### src/scp_pkg.sv
// Constants, field layouts and types of the two-wire serial control port
// Functional notes
// (RULE1) Buffer write loads shift register too
// (RULE2) Received byte moves to buffer, flag set
// (RULE3) Address register: own address or reload
// (RULE4) Master clock is osc/(4*(reload+1))
// (RULE5) Mode field decodes slave/master variants
// (RULE6) Software avoids unlisted mode codes
// (RULE7) Master buffer write refused sets collision
// (RULE8) Slave write during shifting sets collision
// (RULE9) Byte into full buffer sets overflow
// (RULE10) Enable bit hands pins to port
// (RULE11) Slave clock release bit frees SCL
// (RULE12) General call interrupts only when enabled
// (RULE13) Ack status shows slave acknowledge
// (RULE14) Ack data bit gives sent level
// (RULE15) Ack enable sends ack, self-clears
// (RULE16) Receive enable clocks in one byte
// (RULE17) Stop enable sends STOP, self-clears
// (RULE18) Repeated-start enable sends it, self-clears
// (RULE19) Start enable sends START, self-clears
// (RULE20) Slave stretch bit covers receive too
// (RULE21) Busy port refuses enables and writes
// (RULE22) Status low six bits read-only
// (RULE23) Enabled mode drives pins open-drain
// (RULE24) Buffer read clears full flag
// (RULE25) Enable bits clear at sequence end
// (RULE26) Reset zeroes all control registers
package scp_pkg;
  localparam int unsigned ADDR_W = 3;
  localparam int unsigned DATA_W = 8;
  localparam logic [2:0] OFS_STATUS = 3'h0;
  localparam logic [2:0] OFS_CTRL1 = 3'h1;
  localparam logic [2:0] OFS_CTRL2 = 3'h2;
  localparam logic [2:0] OFS_BUFFER = 3'h3;
  localparam logic [2:0] OFS_ADDRESS = 3'h4;
  localparam logic [2:0] OFS_EVENT = 3'h5;
  localparam logic [7:0] REG_RESET = 8'h00;
  localparam logic [3:0] MODE_MASTER = 4'h8;
  localparam logic [3:0] MODE_FW_MASTER = 4'hb;
  localparam logic [3:0] MODE_SLV7 = 4'h6;
  localparam logic [3:0] MODE_SLV10 = 4'h7;
  localparam logic [3:0] MODE_SLV7_SS = 4'he;
  localparam logic [3:0] MODE_SLV10_SS = 4'hf;
  localparam logic [7:0] GENERAL_CALL = 8'h00;
  localparam logic [3:0] BIT_LAST = 4'h7;
  localparam logic [3:0] ACK_SLOT = 4'h8;
  localparam logic [1:0] PH_LAST = 2'h3;
  localparam logic [1:0] PH_SAMPLE = 2'h2;
  typedef struct packed {
    logic general_call_enable;
    logic ack_status;
    logic ack_data;
    logic ack_en;
    logic rx_en;
    logic stop_en;
    logic rstart_en;
    logic start_en;
  } scp_ctrl2_t;
  typedef enum logic [6:0] {
    M_IDLE = 7'b0000001,
    M_START = 7'b0000010,
    M_RSTART = 7'b0000100,
    M_STOP = 7'b0001000,
    M_TX = 7'b0010000,
    M_RX = 7'b0100000,
    M_ACK = 7'b1000000
  } scp_mstate_t;
endpackage

### src/scp_top.sv
// Two-wire serial control port: registers, master engine and slave engine
//
// The register offsets and the strobed register port are this design's own decisions.
module scp_top (
  input wire logic SYS_CLK,
  input wire logic RESETN,
  input wire logic [scp_pkg::ADDR_W-1:0] ADDR,
  input wire logic [scp_pkg::DATA_W-1:0] WDATA,
  input wire logic WR,
  input wire logic RD,
  output logic [scp_pkg::DATA_W-1:0] RDATA,
  input wire logic PIN_INPUT,
  input wire logic SCL_I,
  output logic SCL_O,
  output logic SCL_OE,
  input wire logic SDA_I,
  output logic SDA_O,
  output logic SDA_OE,
  output logic PORT_ACTIVE,
  output logic PORT_IRQ
);
  import scp_pkg::*;

  // Control one fields
  logic write_collision_flag_q, ov_q, en_q, ckp_q;
  logic [3:0] mode_q;
  scp_ctrl2_t c2_q;
  // Status fields
  logic [1:0] cfg_q;
  logic da_q, stop_q, start_q, rw_q, ua_q, bf_q;
  logic [7:0] buf_q, sr_q, addr_q;
  logic irq_q;
  // Master engine
  scp_mstate_t mst_q;
  logic [1:0] ph_q;
  logic [3:0] bitn_q;
  logic [6:0] brg_q;
  logic m_scl_low_q, m_sda_low_q;
  // Slave engine
  logic scl_prev_q, sda_prev_q;
  logic s_act_q, s_adr_q, s_tx_q, s_ack_q, s_txbusy_q, s_nack_q;
  logic [3:0] s_cnt_q;
  logic scl_oe_q, sda_oe_q, active_q;
  logic [7:0] rdata_q;

  // Mode decode
  // (RULE5) listed codes only
  logic is_master, is_slave, is_i2c, ten_bit, ss_irq;
  assign is_master = en_q && (mode_q == MODE_MASTER);
  assign is_slave = en_q && (mode_q == MODE_SLV7 || mode_q == MODE_SLV10
                    || mode_q == MODE_SLV7_SS || mode_q == MODE_SLV10_SS);
  assign is_i2c = is_master || is_slave || (en_q && mode_q == MODE_FW_MASTER);
  assign ten_bit = mode_q[0];
  assign ss_irq = mode_q[3];

  // Register strobes
  logic wr_c1, wr_c2, wr_st, wr_buf, wr_adr, wr_evt, rd_buf;
  assign wr_c1 = WR && ADDR == OFS_CTRL1;
  assign wr_c2 = WR && ADDR == OFS_CTRL2;
  assign wr_st = WR && ADDR == OFS_STATUS;
  assign wr_buf = WR && ADDR == OFS_BUFFER;
  assign wr_adr = WR && ADDR == OFS_ADDRESS;
  assign wr_evt = WR && ADDR == OFS_EVENT;
  assign rd_buf = RD && ADDR == OFS_BUFFER;

  // Idle means engine stopped and nothing pending, so nothing queues
  logic port_idle, buf_load, tx_go, write_collision_flag_set;
  assign port_idle = mst_q == M_IDLE && c2_q[4:0] == 5'h00;
  // (RULE21) busy blocks writes
  assign buf_load = wr_buf && (is_master ? port_idle : !s_txbusy_q);
  assign tx_go = buf_load && is_master;
  // (RULE7) master write collision
  // (RULE8) slave write collision
  assign write_collision_flag_set = wr_buf && !buf_load;

  // Bus edges; inputs are already synchronous
  logic scl_rise, scl_fall, start_det, stop_det;
  assign scl_rise = SCL_I && !scl_prev_q;
  assign scl_fall = !SCL_I && scl_prev_q;
  assign start_det = scl_prev_q && SCL_I && sda_prev_q && !SDA_I;
  assign stop_det = scl_prev_q && SCL_I && !sda_prev_q && SDA_I;

  // Master timing; a slave holding SCL low stalls the generator
  logic stall, tick, m_last, m_ack_smp, m_rx_smp, m_tx_shift, m_rx_done;
  assign stall = !m_scl_low_q && !SCL_I;
  assign tick = is_master && mst_q != M_IDLE && brg_q == 7'h00 && !stall;
  assign m_last = tick && ph_q == PH_LAST && (mst_q == M_START
                  || mst_q == M_RSTART || mst_q == M_STOP || mst_q == M_ACK
                  || (mst_q == M_TX && bitn_q == ACK_SLOT)
                  || (mst_q == M_RX && bitn_q == BIT_LAST));
  assign m_ack_smp = tick && ph_q == PH_SAMPLE && mst_q == M_TX && bitn_q == ACK_SLOT;
  assign m_rx_smp = tick && ph_q == PH_SAMPLE && mst_q == M_RX;
  assign m_tx_shift = tick && ph_q == PH_LAST && mst_q == M_TX && bitn_q < ACK_SLOT;
  assign m_rx_done = m_last && mst_q == M_RX;

  // Slave byte evaluation on the eighth falling edge
  logic s_byte, s_match, s_load, s_ovf, s_ninth, s_smp, s_stretch;
  assign s_byte = is_slave && s_act_q && scl_fall && s_cnt_q == BIT_LAST;
  // (RULE12) general call only when enabled
  assign s_match = sr_q[7:1] == addr_q[7:1] || (c2_q.general_call_enable && sr_q == GENERAL_CALL);
  assign s_load = s_byte && !s_tx_q && (!s_adr_q || s_match) && !bf_q && !ov_q;
  assign s_ovf = s_byte && !s_tx_q && !s_adr_q && (bf_q || ov_q);
  assign s_ninth = is_slave && s_act_q && scl_fall && s_cnt_q == ACK_SLOT;
  assign s_smp = is_slave && s_act_q && scl_rise && s_cnt_q < ACK_SLOT && !s_tx_q;
  // (RULE20) stretch after receive only if enabled
  assign s_stretch = s_ninth && (rw_q || (c2_q.start_en && bf_q && !s_adr_q));

  // Register read port, data one cycle after the strobe
  always_ff @(posedge SYS_CLK)
  begin
    if (!RESETN)
      rdata_q <= REG_RESET;
    else if (RD)
    begin
      case (ADDR)
        OFS_STATUS: rdata_q <= {cfg_q, da_q, stop_q, start_q, rw_q, ua_q, bf_q};
        OFS_CTRL1: rdata_q <= {write_collision_flag_q, ov_q, en_q, ckp_q, mode_q};
        OFS_CTRL2: rdata_q <= c2_q;
        OFS_BUFFER: rdata_q <= buf_q;
        OFS_ADDRESS: rdata_q <= addr_q;
        OFS_EVENT: rdata_q <= {7'h00, irq_q};
        default: rdata_q <= REG_RESET;
      endcase
    end
    else
      rdata_q <= REG_RESET;
  end

  // Control one; hardware sets beat software clears
  // (RULE26) reset zeroes control
  always_ff @(posedge SYS_CLK)
  begin
    if (!RESETN)
    begin
      write_collision_flag_q <= 1'b0;
      ov_q <= 1'b0;
      en_q <= 1'b0;
      ckp_q <= 1'b0;
      mode_q <= 4'h0;
    end
    else
    begin
      if (wr_c1)
      begin
        write_collision_flag_q <= WDATA[7];
        ov_q <= WDATA[6];
        en_q <= WDATA[5];
        ckp_q <= WDATA[4];
        mode_q <= WDATA[3:0];
      end
      if (write_collision_flag_set)
        write_collision_flag_q <= 1'b1;
      // (RULE9) overflow on full buffer
      if (s_ovf || (m_rx_done && bf_q))
        ov_q <= 1'b1;
      // (RULE11) hold SCL until released
      if (s_stretch)
        ckp_q <= 1'b0;
    end
  end

  // Control two; in master mode enable bits accepted only while idle, other modes always
  always_ff @(posedge SYS_CLK)
  begin
    if (!RESETN)
      c2_q <= REG_RESET;
    else
    begin
      if (wr_c2)
      begin
        c2_q.general_call_enable <= WDATA[7];
        c2_q.ack_status <= WDATA[6];
        c2_q.ack_data <= WDATA[5];
        // (RULE21) refuse enables while busy
        if (!is_master || port_idle)
          c2_q[4:0] <= WDATA[4:0];
      end
      // (RULE13) latch slave acknowledge
      if (m_ack_smp)
        c2_q.ack_status <= SDA_I;
      // (RULE25) clear at sequence end
      if (m_last)
      begin
        case (mst_q)
          M_START: c2_q.start_en <= 1'b0;
          M_RSTART: c2_q.rstart_en <= 1'b0;
          M_STOP: c2_q.stop_en <= 1'b0;
          M_RX: c2_q.rx_en <= 1'b0;
          M_ACK: c2_q.ack_en <= 1'b0;
          default: c2_q.general_call_enable <= c2_q.general_call_enable;
        endcase
      end
    end
  end

  // Status, address and event registers
  // (RULE22) only top two bits writable
  always_ff @(posedge SYS_CLK)
  begin
    if (!RESETN)
    begin
      cfg_q <= 2'h0;
      addr_q <= REG_RESET;
      irq_q <= 1'b0;
      start_q <= 1'b0;
      stop_q <= 1'b0;
      ua_q <= 1'b0;
      da_q <= 1'b0;
    end
    else
    begin
      if (wr_st)
        cfg_q <= WDATA[7:6];
      // (RULE3) own address or reload value
      if (wr_adr)
        addr_q <= WDATA;
      if (wr_evt && WDATA[0])
        irq_q <= 1'b0;
      // (RULE2) flag set on completed byte
      if (m_last || s_ninth || (is_slave && ss_irq && (start_det || stop_det)))
        irq_q <= 1'b1;
      if (wr_adr)
        ua_q <= 1'b0;
      if (s_byte && s_adr_q && ten_bit && s_match)
        ua_q <= 1'b1;
      if (s_byte)
        da_q <= !s_adr_q;
      if (!en_q)
      begin
        start_q <= 1'b0;
        stop_q <= 1'b0;
      end
      else if (start_det || stop_det)
      begin
        start_q <= start_det;
        stop_q <= stop_det;
      end
    end
  end

  // Buffer, full flag and read/write indicator
  always_ff @(posedge SYS_CLK)
  begin
    if (!RESETN)
    begin
      buf_q <= REG_RESET;
      bf_q <= 1'b0;
      rw_q <= 1'b0;
    end
    else
    begin
      if (buf_load)
        buf_q <= WDATA;
      // (RULE2) double-buffered receive
      else if (s_load || (m_rx_done && !bf_q))
        buf_q <= sr_q;
      // (RULE24) read clears full, set wins
      if (rd_buf)
        bf_q <= 1'b0;
      if ((m_last && mst_q == M_TX) || (s_byte && s_tx_q))
        bf_q <= 1'b0;
      if (buf_load || s_load || (m_rx_done && !bf_q))
        bf_q <= 1'b1;
      if (is_master)
        rw_q <= mst_q != M_IDLE;
      else if (s_byte && s_adr_q && s_match)
        rw_q <= sr_q[0];
      else if (!s_act_q)
        rw_q <= 1'b0;
    end
  end

  // Shift register, shared by both engines and the buffer write
  always_ff @(posedge SYS_CLK)
  begin
    if (!RESETN)
      sr_q <= REG_RESET;
    // (RULE1) write lands in shifter too
    else if (buf_load)
      sr_q <= WDATA;
    else if (m_tx_shift || (s_tx_q && s_txbusy_q && scl_fall && s_cnt_q < BIT_LAST))
      sr_q <= {sr_q[6:0], 1'b0};
    else if (m_rx_smp || s_smp)
      sr_q <= {sr_q[6:0], SDA_I};
  end

  // Bit-rate generator, one tick per quarter bit
  // (RULE4) quarter period is reload+1 cycles
  always_ff @(posedge SYS_CLK)
  begin
    if (!RESETN)
      brg_q <= 7'h00;
    else if (!is_master || mst_q == M_IDLE || brg_q == 7'h00)
      brg_q <= stall && mst_q != M_IDLE ? brg_q : addr_q[6:0];
    else
      brg_q <= brg_q - 7'h01;
  end

  // Master sequencer; each bit takes four quarter ticks
  always_ff @(posedge SYS_CLK)
  begin
    if (!RESETN || !is_master)
    begin
      mst_q <= M_IDLE;
      ph_q <= 2'h0;
      bitn_q <= 4'h0;
      m_scl_low_q <= 1'b0;
      m_sda_low_q <= 1'b0;
    end
    else
    begin
      case (mst_q)
        M_IDLE:
        begin
          ph_q <= 2'h0;
          bitn_q <= 4'h0;
          // (RULE19) start condition
          if (c2_q.start_en)
            mst_q <= M_START;
          // (RULE18) repeated start
          else if (c2_q.rstart_en)
            mst_q <= M_RSTART;
          // (RULE17) stop condition
          else if (c2_q.stop_en)
            mst_q <= M_STOP;
          // (RULE16) receive one byte
          else if (c2_q.rx_en)
            mst_q <= M_RX;
          // (RULE15) acknowledge sequence
          else if (c2_q.ack_en)
            mst_q <= M_ACK;
          else if (tx_go)
            mst_q <= M_TX;
        end
        M_START, M_RSTART, M_STOP, M_TX, M_RX, M_ACK:
        begin
          if (tick)
          begin
            ph_q <= ph_q + 2'h1;
            case (ph_q)
              2'h0:
              begin
                m_sda_low_q <= mst_q == M_STOP
                  || (mst_q == M_TX && bitn_q < ACK_SLOT && !sr_q[7])
                  // (RULE14) ack level from ack data bit
                  || (mst_q == M_ACK && !c2_q.ack_data);
                if (mst_q == M_START)
                  m_scl_low_q <= 1'b0;
              end
              2'h1:
              begin
                if (mst_q == M_START)
                  m_sda_low_q <= 1'b1;
                else
                  m_scl_low_q <= 1'b0;
              end
              2'h2:
              begin
                if (mst_q == M_START)
                  m_scl_low_q <= 1'b1;
                else if (mst_q == M_RSTART)
                  m_sda_low_q <= 1'b1;
                else if (mst_q == M_STOP)
                  m_sda_low_q <= 1'b0;
              end
              default:
              begin
                if (mst_q != M_STOP)
                  m_scl_low_q <= 1'b1;
                bitn_q <= bitn_q + 4'h1;
                if (m_last)
                  mst_q <= M_IDLE;
              end
            endcase
          end
        end
        default: mst_q <= M_IDLE;
      endcase
    end
  end

  // Slave engine follows SCL edges; disabled port abandons the transfer
  always_ff @(posedge SYS_CLK)
  begin
    if (!RESETN)
    begin
      scl_prev_q <= 1'b1;
      sda_prev_q <= 1'b1;
      s_act_q <= 1'b0;
      s_adr_q <= 1'b0;
      s_tx_q <= 1'b0;
      s_ack_q <= 1'b0;
      s_txbusy_q <= 1'b0;
      s_nack_q <= 1'b0;
      s_cnt_q <= 4'h0;
    end
    else
    begin
      scl_prev_q <= SCL_I;
      sda_prev_q <= SDA_I;
      if (buf_load && is_slave)
        s_txbusy_q <= 1'b1;
      if (!is_slave || stop_det)
      begin
        s_act_q <= 1'b0;
        s_tx_q <= 1'b0;
        s_ack_q <= 1'b0;
        s_txbusy_q <= 1'b0;
      end
      else if (start_det)
      begin
        s_act_q <= 1'b1;
        s_adr_q <= 1'b1;
        s_tx_q <= 1'b0;
        s_cnt_q <= 4'h0;
      end
      else if (s_act_q)
      begin
        if (scl_rise && s_cnt_q == ACK_SLOT && s_tx_q)
          s_nack_q <= SDA_I;
        if (scl_fall)
          s_cnt_q <= s_cnt_q + 4'h1;
        if (s_byte)
        begin
          if (s_tx_q)
            s_txbusy_q <= 1'b0;
          else if (s_adr_q && !s_match)
            s_act_q <= 1'b0;
          else
            s_ack_q <= !bf_q && !ov_q;
          s_adr_q <= 1'b0;
        end
        if (s_ninth)
        begin
          s_cnt_q <= 4'h0;
          s_ack_q <= 1'b0;
          s_tx_q <= rw_q;
          if (s_tx_q && s_nack_q)
            s_act_q <= 1'b0;
        end
      end
    end
  end

  // Pin drive, registered; the port only ever pulls low
  // (RULE10) enable assigns the pins
  // (RULE23) open-drain only when pins are inputs
  always_ff @(posedge SYS_CLK)
  begin
    if (!RESETN)
    begin
      scl_oe_q <= 1'b0;
      sda_oe_q <= 1'b0;
      active_q <= 1'b0;
    end
    else
    begin
      active_q <= is_i2c;
      // (RULE11) clock release only in slave mode
      scl_oe_q <= is_i2c && PIN_INPUT && (is_master ? m_scl_low_q : is_slave && !ckp_q);
      sda_oe_q <= is_i2c && PIN_INPUT && (is_master ? m_sda_low_q
                  : s_ack_q || (s_tx_q && s_txbusy_q && !sr_q[7]));
    end
  end

  assign SCL_O = 1'b0;
  assign SDA_O = 1'b0;
  assign SCL_OE = scl_oe_q;
  assign SDA_OE = sda_oe_q;
  assign PORT_ACTIVE = active_q;
  assign PORT_IRQ = irq_q;
  assign RDATA = rdata_q;
endmodule

### config.mk
export PLATFORM = sky130hd
export DESIGN_NAME = scp_top
export DESIGN_NICKNAME = d
export VERILOG_FILES = /design/src/scp_pkg.sv /design/src/scp_top.sv
export SDC_FILE = /design/constraint.sdc
export NUM_CORES = 1
export LEC_CHECK = 0
export BUFFER_PORTS_ARGS = -buffer_cell sky130_fd_sc_hd__buf_2
export CAP_MARGIN = 20
export CORE_UTILIZATION = 40
export CTS_CLUSTER_SIZE = 16
export DETAILED_ROUTE_END_ITERATION = 16
export GPL_TIMING_DRIVEN = 0
export PLACE_DENSITY = 0.67
export SYNTH_ARGS = -nofsm -noshare
export SYNTH_HDL_FRONTEND = slang
export SYNTH_SLANG_ARGS = --single-unit
export TNS_END_PERCENT = 30
### constraint.sdc
create_clock -name SYS_CLK -period 2.4 [get_ports SYS_CLK]
set_clock_uncertainty 0.05 [all_clocks]
set_input_delay 0.24 -clock SYS_CLK [delete_from_list [all_inputs] [get_ports SYS_CLK]]
set_output_delay 0.24 -clock SYS_CLK [all_outputs]
set_load 0.02 [all_outputs]
After elaboration in Yosys (flattened, before gate mapping)
Cells that the tools add are included.

Add/sub/neg operators: 4. $lt $le $gt $ge: 3. Equal/unequal tests: 43. Multiplexer cells: 83. Bitwise logic cells: 3. Reductions and logical operators: 171.

Operators with widths (count): $logic_and A1 B1 Y1 (82); $mux W7 (11); $mux W1 (51); $mux W8 (6); $pmux W8 S6 (1); $logic_or A1 B1 Y1 (32); $eq A4 B4 Y1 const B (6); $mux W4 (6); $ne A2 B2 Y1 const B (10); $reduce_bool A2 Y1 (10); $logic_not A1 Y1 (19); $eq A4 B3 Y1 const B (4); $pmux W7 S2 (1); $reduce_and A6 Y1 (2); $reduce_bool A3 Y1 (4); $mux W5 (2); $reduce_and A3 Y1 (3); $add A4 B1 Y4 const B (2); $logic_not A8 Y1 (1); $lt A4 B4 Y1 const B (2); $pmux W4 S2 (1); $reduce_and A2 Y1 (4); $reduce_and A4 Y1 (2); $eq A7 B1 Y1 const B (1); other kinds (34) (44).

Register bits: 94. Input bits: 18. Output and inout bits: 14. Word-level logic and storage cells: 350.

Longest topological paths before layout
Depth after elaboration: 15. Mapped depth: 11. Mapped depth without buffers: 8.

Least setup slack after synthesis
OpenSTA, ideal clock, no wires.

Path kind: reg-to-reg. From: register brg_q[0]. To: register sr_q[0]. Library setup time: 0.119 ns. Data arrival time: 2.115 ns. Required time: 2.231 ns. Path slack: 0.116 ns. Stages on the path, launching flop included: 12. Path buffers: 3. Clock period less this slack: 2.284 ns. Path through: dfxtp_1 inv_1 ha_1 nor2b_1 and3b_1 and3_4 buf_6 a31o_1 buf_6 or2_1 buf_6 o221a_1.

Longest elaborated chain between the ends: 9. Elaborated cells between the ends (all ways): 13. Those cells by class: mux: 2; reduce/logical: 11.

Ends and longest elaborated chain: from (decl) (line scp_top.sv:37) `logic [6:0] brg_q;`; from (signal assigned) (line scp_top.sv:294) `brg_q <= stall && mst_q != M_IDLE ? brg_q : addr_q[6:0];`; from (signal assigned) (line scp_top.sv:296) `brg_q <= brg_q - 7'h01;`; $logic_not A7 Y1 (*) (line scp_top.sv:86) `assign tick = is_master && mst_q != M_IDLE && brg_q == 7'h00 && !stall;`; $logic_and A1 B1 Y1 (*) (2 in a row) (line scp_top.sv:86); $logic_and A1 B1 Y1 (3 in a row) (line scp_top.sv:93) `assign m_tx_shift = tick && ph_q == PH_LAST && mst_q == M_TX && bitn_q < ACK_SLOT;`; $logic_or A1 B1 Y1 (line scp_top.sv:281) `else if (m_tx_shift || (s_tx_q && s_txbusy_q && scl_fall && s_cnt_q < BIT_LAST))`; $mux W8 (line scp_top.sv:281); $mux W8 (line scp_top.sv:279) `else if (buf_load)`; to (signal assigned) (line scp_top.sv:282) `sr_q <= {sr_q[6:0], 1'b0};`; to (signal assigned) (line scp_top.sv:284) `sr_q <= {sr_q[6:0], SDA_I};`; to (decl) (line scp_top.sv:31) `logic [7:0] buf_q, sr_q, addr_q;`.

Every way passes the cells marked *; elsewhere a longest branch is shown, timed or not. A chain may end at the register's enable or synchronous reset.

Final worst setup path
From: register mst_q[2]. To: register buf_q[6].

Longest elaborated chain between the ends: 11. Elaborated cells between the ends (all ways): 28. Those cells by class: eq/ne: 8; mux: 2; reduce/logical: 18.

Ends and longest elaborated chain: from (decl) (line scp_top.sv:34) `scp_mstate_t mst_q;`; from (signal assigned) (line scp_top.sv:304) `mst_q <= M_IDLE;`; from (signal assigned) (line scp_top.sv:319) `mst_q <= M_START;`; from (signal assigned) (line scp_top.sv:322) `mst_q <= M_RSTART;`; $eq A7 B2 Y1 / $eq A7 B3 Y1 (equally long branches) (line scp_top.sv:87, scp_top.sv:88); $logic_or A1 B1 Y1 (3 in a row) (line scp_top.sv:88) `|| mst_q == M_RSTART || mst_q == M_STOP || mst_q == M_ACK`; $logic_or A1 B1 Y1 (line scp_top.sv:89) `|| (mst_q == M_TX && bitn_q == ACK_SLOT)`; $logic_or A1 B1 Y1 (line scp_top.sv:90) `|| (mst_q == M_RX && bitn_q == BIT_LAST));`; $logic_and A1 B1 Y1 (line scp_top.sv:87) `assign m_last = tick && ph_q == PH_LAST && (mst_q == M_START`; $logic_and A1 B1 Y1 (line scp_top.sv:94) `assign m_rx_done = m_last && mst_q == M_RX;`; $logic_and A1 B1 Y1 (line scp_top.sv:255) `else if (s_load || (m_rx_done && !bf_q))`; $logic_or A1 B1 Y1 (line scp_top.sv:255); $reduce_bool A2 Y1 (no source line); to (signal assigned) (line scp_top.sv:256) `buf_q <= sr_q;`; to (decl) (line scp_top.sv:31).

Several ways; a longest one is shown, not always the timed one.

==> flow_metrics.env <==
export IMPL_status="finished with violations"
export IMPL_violations="negative setup slack"
export IMPL_clock_latency_ns=0.35
export IMPL_maxCapViolCount=0
export IMPL_grt_pass1_vias=4661
export IMPL_tritoncts="built"
export IMPL_drc=0
export IMPL_p_int_w=0.002408
export IMPL_pin_count=32
export IMPL_synth_simple_area_share=0.2596
export IMPL_r2r_slack_ns=-0.006
export IMPL_cp_max_fo=10
export IMPL_p_sw_frac=0.2533
export IMPL_antenna_found_initial=0
export IMPL_hold_start="PIN_INPUT"
export IMPL_routed_wl_mm=16.09
export IMPL_rr_worst_depth=8
export IMPL_syn_area_um2=5201
export IMPL_worst_hold_path_endpoint="SDA_OE$_SDFF_PN0_"
export IMPL_timing_rr_start="mst_q[2]$_SDFFE_PP0P_"
export IMPL_ys_ff_latch=94
export IMPL_min_period_ns=2.406
export IMPL_slew_headroom=0.4639
export IMPL_fp_dieH_um=116.0
export IMPL_portBuffers=27
export IMPL_dp_cells=812
export IMPL_synth_mux_area_frac=0.06688
export IMPL_die_area_um2=13460
export IMPL_r2r_end="buf_q[6]$_SDFFE_PN0P_"
export IMPL_hold_violations=0
export IMPL_nets=693
export IMPL_yosysWarnings=0
export IMPL_power_leakage_nw=2.260
export IMPL_crit_chain="buf_4 > or3_4 > or2_0 > a21oi_2 > o2111a_2 > or2_4 > buf_6 > a311oi_2"
export IMPL_crit_arrival_ns=2.55
export IMPL_power_frac_clock=0.419
export IMPL_critical_path_max_stage_delay_ns=0.41
export IMPL_core_area_um2=12670
export IMPL_worst_slack_ns=-0.005804
export IMPL_synth_edf_count=0
export IMPL_drv_slew=0
export IMPL_htree_levels=3
export IMPL_synth_most_common_cell="dfxtp_1"
export IMPL_start_util=0.4105
export IMPL_grt_overflow_total=0
export IMPL_syn_avg_cell_area_um2=8.499
export IMPL_cts_path_max_buffers=2
export IMPL_rows=41
export IMPL_synth_distinct_cells=80
export IMPL_tightest_slew_ns=0.8041
export IMPL_yosysTopAreaCellShare=0.3618
export IMPL_critPathLaunchType="register"
export IMPL_via_per_inst=5.933
export IMPL_cts_sinks=94
export IMPL_num_vias=4990
export IMPL_post_route_period_util=1.002
export IMPL_p_switching_w=0.0008168
export IMPL_grt_max_degree=16
export IMPL_critPathRequiredTime_ns=2.54
export IMPL_synth_adder_area_share=0.02646
export IMPL_synth_compound_area_frac=0.2127
export IMPL_holdBufCountCts=0
export IMPL_vdd_drop_max_v=0.0002845
export IMPL_ant_nets=0
export IMPL_grt_util_all_layers=0.2499
export IMPL_antenna_cells=0
export IMPL_gp_congestion=0.9075
export IMPL_p_per_area_nw_per_um2=526.1
export IMPL_combinationalPowerShare=0.080
export IMPL_cpMaxStageDelayCell="or3_4"
export IMPL_synth_xor_area_frac=0.01852
export IMPL_yosysSeqAreaShare=0.3618
export IMPL_path_clk_slew_ns=0.07
export IMPL_drt_iter0_drc=425
export IMPL_hpwl_mm=11.95
export IMPL_rsz0062_at_grt="true"
export IMPL_dpl_cell_area_um2=5555
export IMPL_die_x_um=116.0
export IMPL_cts_made_buffers=9
export IMPL_synth_common_cells="dfxtp_1, nor2_1, nand2_1"
export IMPL_synthFlopType="dfxtp_1"
export IMPL_drt_pass1_iter_count=5
export IMPL_synthArstFlopShare=0
export IMPL_whs_path_depth=3
export IMPL_tns_ns=-0.005804
export IMPL_criticalPathCategory="register to register"
export IMPL_setup_violations=1
export IMPL_seqPwrFrac=0.500
export IMPL_design_area_um2=6130
export IMPL_max_freq_mhz=415.7
export IMPL_root_buffer="clkbuf_16"
export IMPL_hold_path_class="input port to register"
export IMPL_drive_gt1_frac=0.2018
export IMPL_stdcell_count=841
export IMPL_wl_per_cell_um=19.14
export IMPL_synthTopCellsByArea="dfxtp_1, mux2i_1, nor2_1"
export IMPL_grt_pass1_wl_mm=25.37
export IMPL_synth_top_family_by_area="simple AND/OR/NAND/NOR gates"
export IMPL_synthCells=612
export IMPL_critPathCaptureType="register"
export IMPL_synth_top_area_cell="dfxtp_1"
export IMPL_area_growth_pct=17.85
[state kept, by name (all words and copies together) (netlist names), 2 cells and up]
| name | flops |
|---|---|
| ph_q | 2 |
| bitn_q | 4 |
| buf_q | 8 |
| mst_q | 7 |
| sr_q | 8 |
| s_cnt_q | 4 |
| RDATA | 8 |
| mode_q | 4 |
| addr_q | 8 |
| brg_q | 7 |
| cfg_q | 2 |
| c2_q | 8 |
[area by class of cell]
cell class / instances / area (µm²)
clock buffers: 11 / 242.7
plain buffers: 36 / 198.9
clock inverters: 5 / 33.78
inverters: 19 / 71.32
flip-flops and latches: 94 / 1893
repair buffers: 43 / 262.8
fillers: 1252 / 6541
well taps: 172 / 215.2
multi-input cells: 461 / 3212
[cells by family (layout without fill, tap and decap cells)]
family,Yosys count,count (layout)
and+or+nand+nor,253,253
AOI/OAI and AO/OA,151,151
DFF,94,94
buffers and inverters,58,114
muxes,33,33
adders and majority gates,11,11
xor gates and xnor gates,11,11
other,1,2
[metrics by stage]
| stage | hold slack, ns | power (W) | setup WS [ns] | utilization |
|---|---|---|---|---|
| 4_1_cts | 0.09469 | 0.003225 | -0.06362 | 0.4692 |
| 3_3_place_gp | 0.4001 | 0.001882 | -0.2104 | 0.4384 |
| 3_5_place_dp | 0.4023 | 0.001886 | -0.2430 | 0.4384 |
| 5_1_grt | 0.1160 | 0.003329 | -0.08550 | 0.4838 |
| 2_1_floorplan | 0.2915 | 0.001794 | 0.1162 | - |
| 6_report | 0.09400 | 0.003225 | -0.005804 | 0.4838 |
[cells in the final DEF, fill, tap and decap left out, types with 7 or more instances in the layout]
master	synthesis	routed
nand3_1	18	18
xnor2_1	9	9
ha_1	11	10
dfxtp_1	94	85
o21ai_0	13	13
clkbuf_16	0	9
a31oi_1	17	17
a21oi_1	38	37
o31ai_1	7	7
nor3_1	25	23
mux2i_1	31	31
nand2b_1	17	16
inv_1	18	15
a311oi_2	8	8
nand2_1	53	52
nor2_1	66	66
a211oi_1	15	13
clkbuf_1	19	17
buf_2	9	32
nand4_1	12	12
nor2b_1	10	9
buf_4	3	20
dfxtp_2	0	9
[repair_timing]
action | 4_1_cts | 5_1_grt
pin swaps | 5 | 19
setup endpoints to repair | 30 | 36
setup buffers | 8 | 7
gates cloned | 0 | 1
resized for setup | 14 | 42
[power groups by stage]
stage | Combinational, W | Sequential [W] | Clock [W]
detailed placement | 0.000239 | 0.00165 | 0
global placement | 0.000236 | 0.00165 | 0
finish | 0.000259 | 0.00161 | 0.00135
floorplan | 0.000158 | 0.00164 | 0
global route | 0.000277 | 0.00161 | 0.00144
CTS | 0.000247 | 0.00161 | 0.00137
[routing by layer]
layer | track usage | up-vias | part of all wire
li1 | - | 2343 | -
met2 | 0.4044 | 205 | 0.47
met3 | 0.04184 | 44 | 0.068
met5 | 0 | - | 0
met1 | 0.3306 | 2398 | 0.43
met4 | 0.1017 | 0 | 0.029
[worst max path at each step]
stage / from / to / slack, ns / depth (start not counted)
after global routing: mst_q[3]$_SDFFE_PP0P_ / buf_q[6]$_SDFFE_PN0P_ / -0.09 / 10
after floorplan: brg_q[0]$_SDFFE_PN0P_ / sr_q[0]$_SDFFE_PN0P_ / 0.12 / 11
after CTS: mode_q[0]$_SDFFE_PN0P_ / brg_q[4]$_SDFFE_PN0P_ / -0.06 / 7
after detailed placement: mst_q[3]$_SDFFE_PP0P_ / buf_q[6]$_SDFFE_PN0P_ / -0.24 / 10
after global placement: bitn_q[0]$_SDFFE_PP0P_ / buf_q[5]$_SDFFE_PN0P_ / -0.21 / 9
final: mst_q[2]$_SDFFE_PP0P_ / buf_q[6]$_SDFFE_PN0P_ / -0.006 / 8
[worst max-delay path, delay by kind of cell (launching register included)]
kind | cells | cell delay, ns
buf+inv | 2 | 0.30
compound gates | 3 | 0.72
flops | 1 | 0.34
simple gates | 3 | 0.83
No activity file was read; power rests on OpenSTA's default activity.
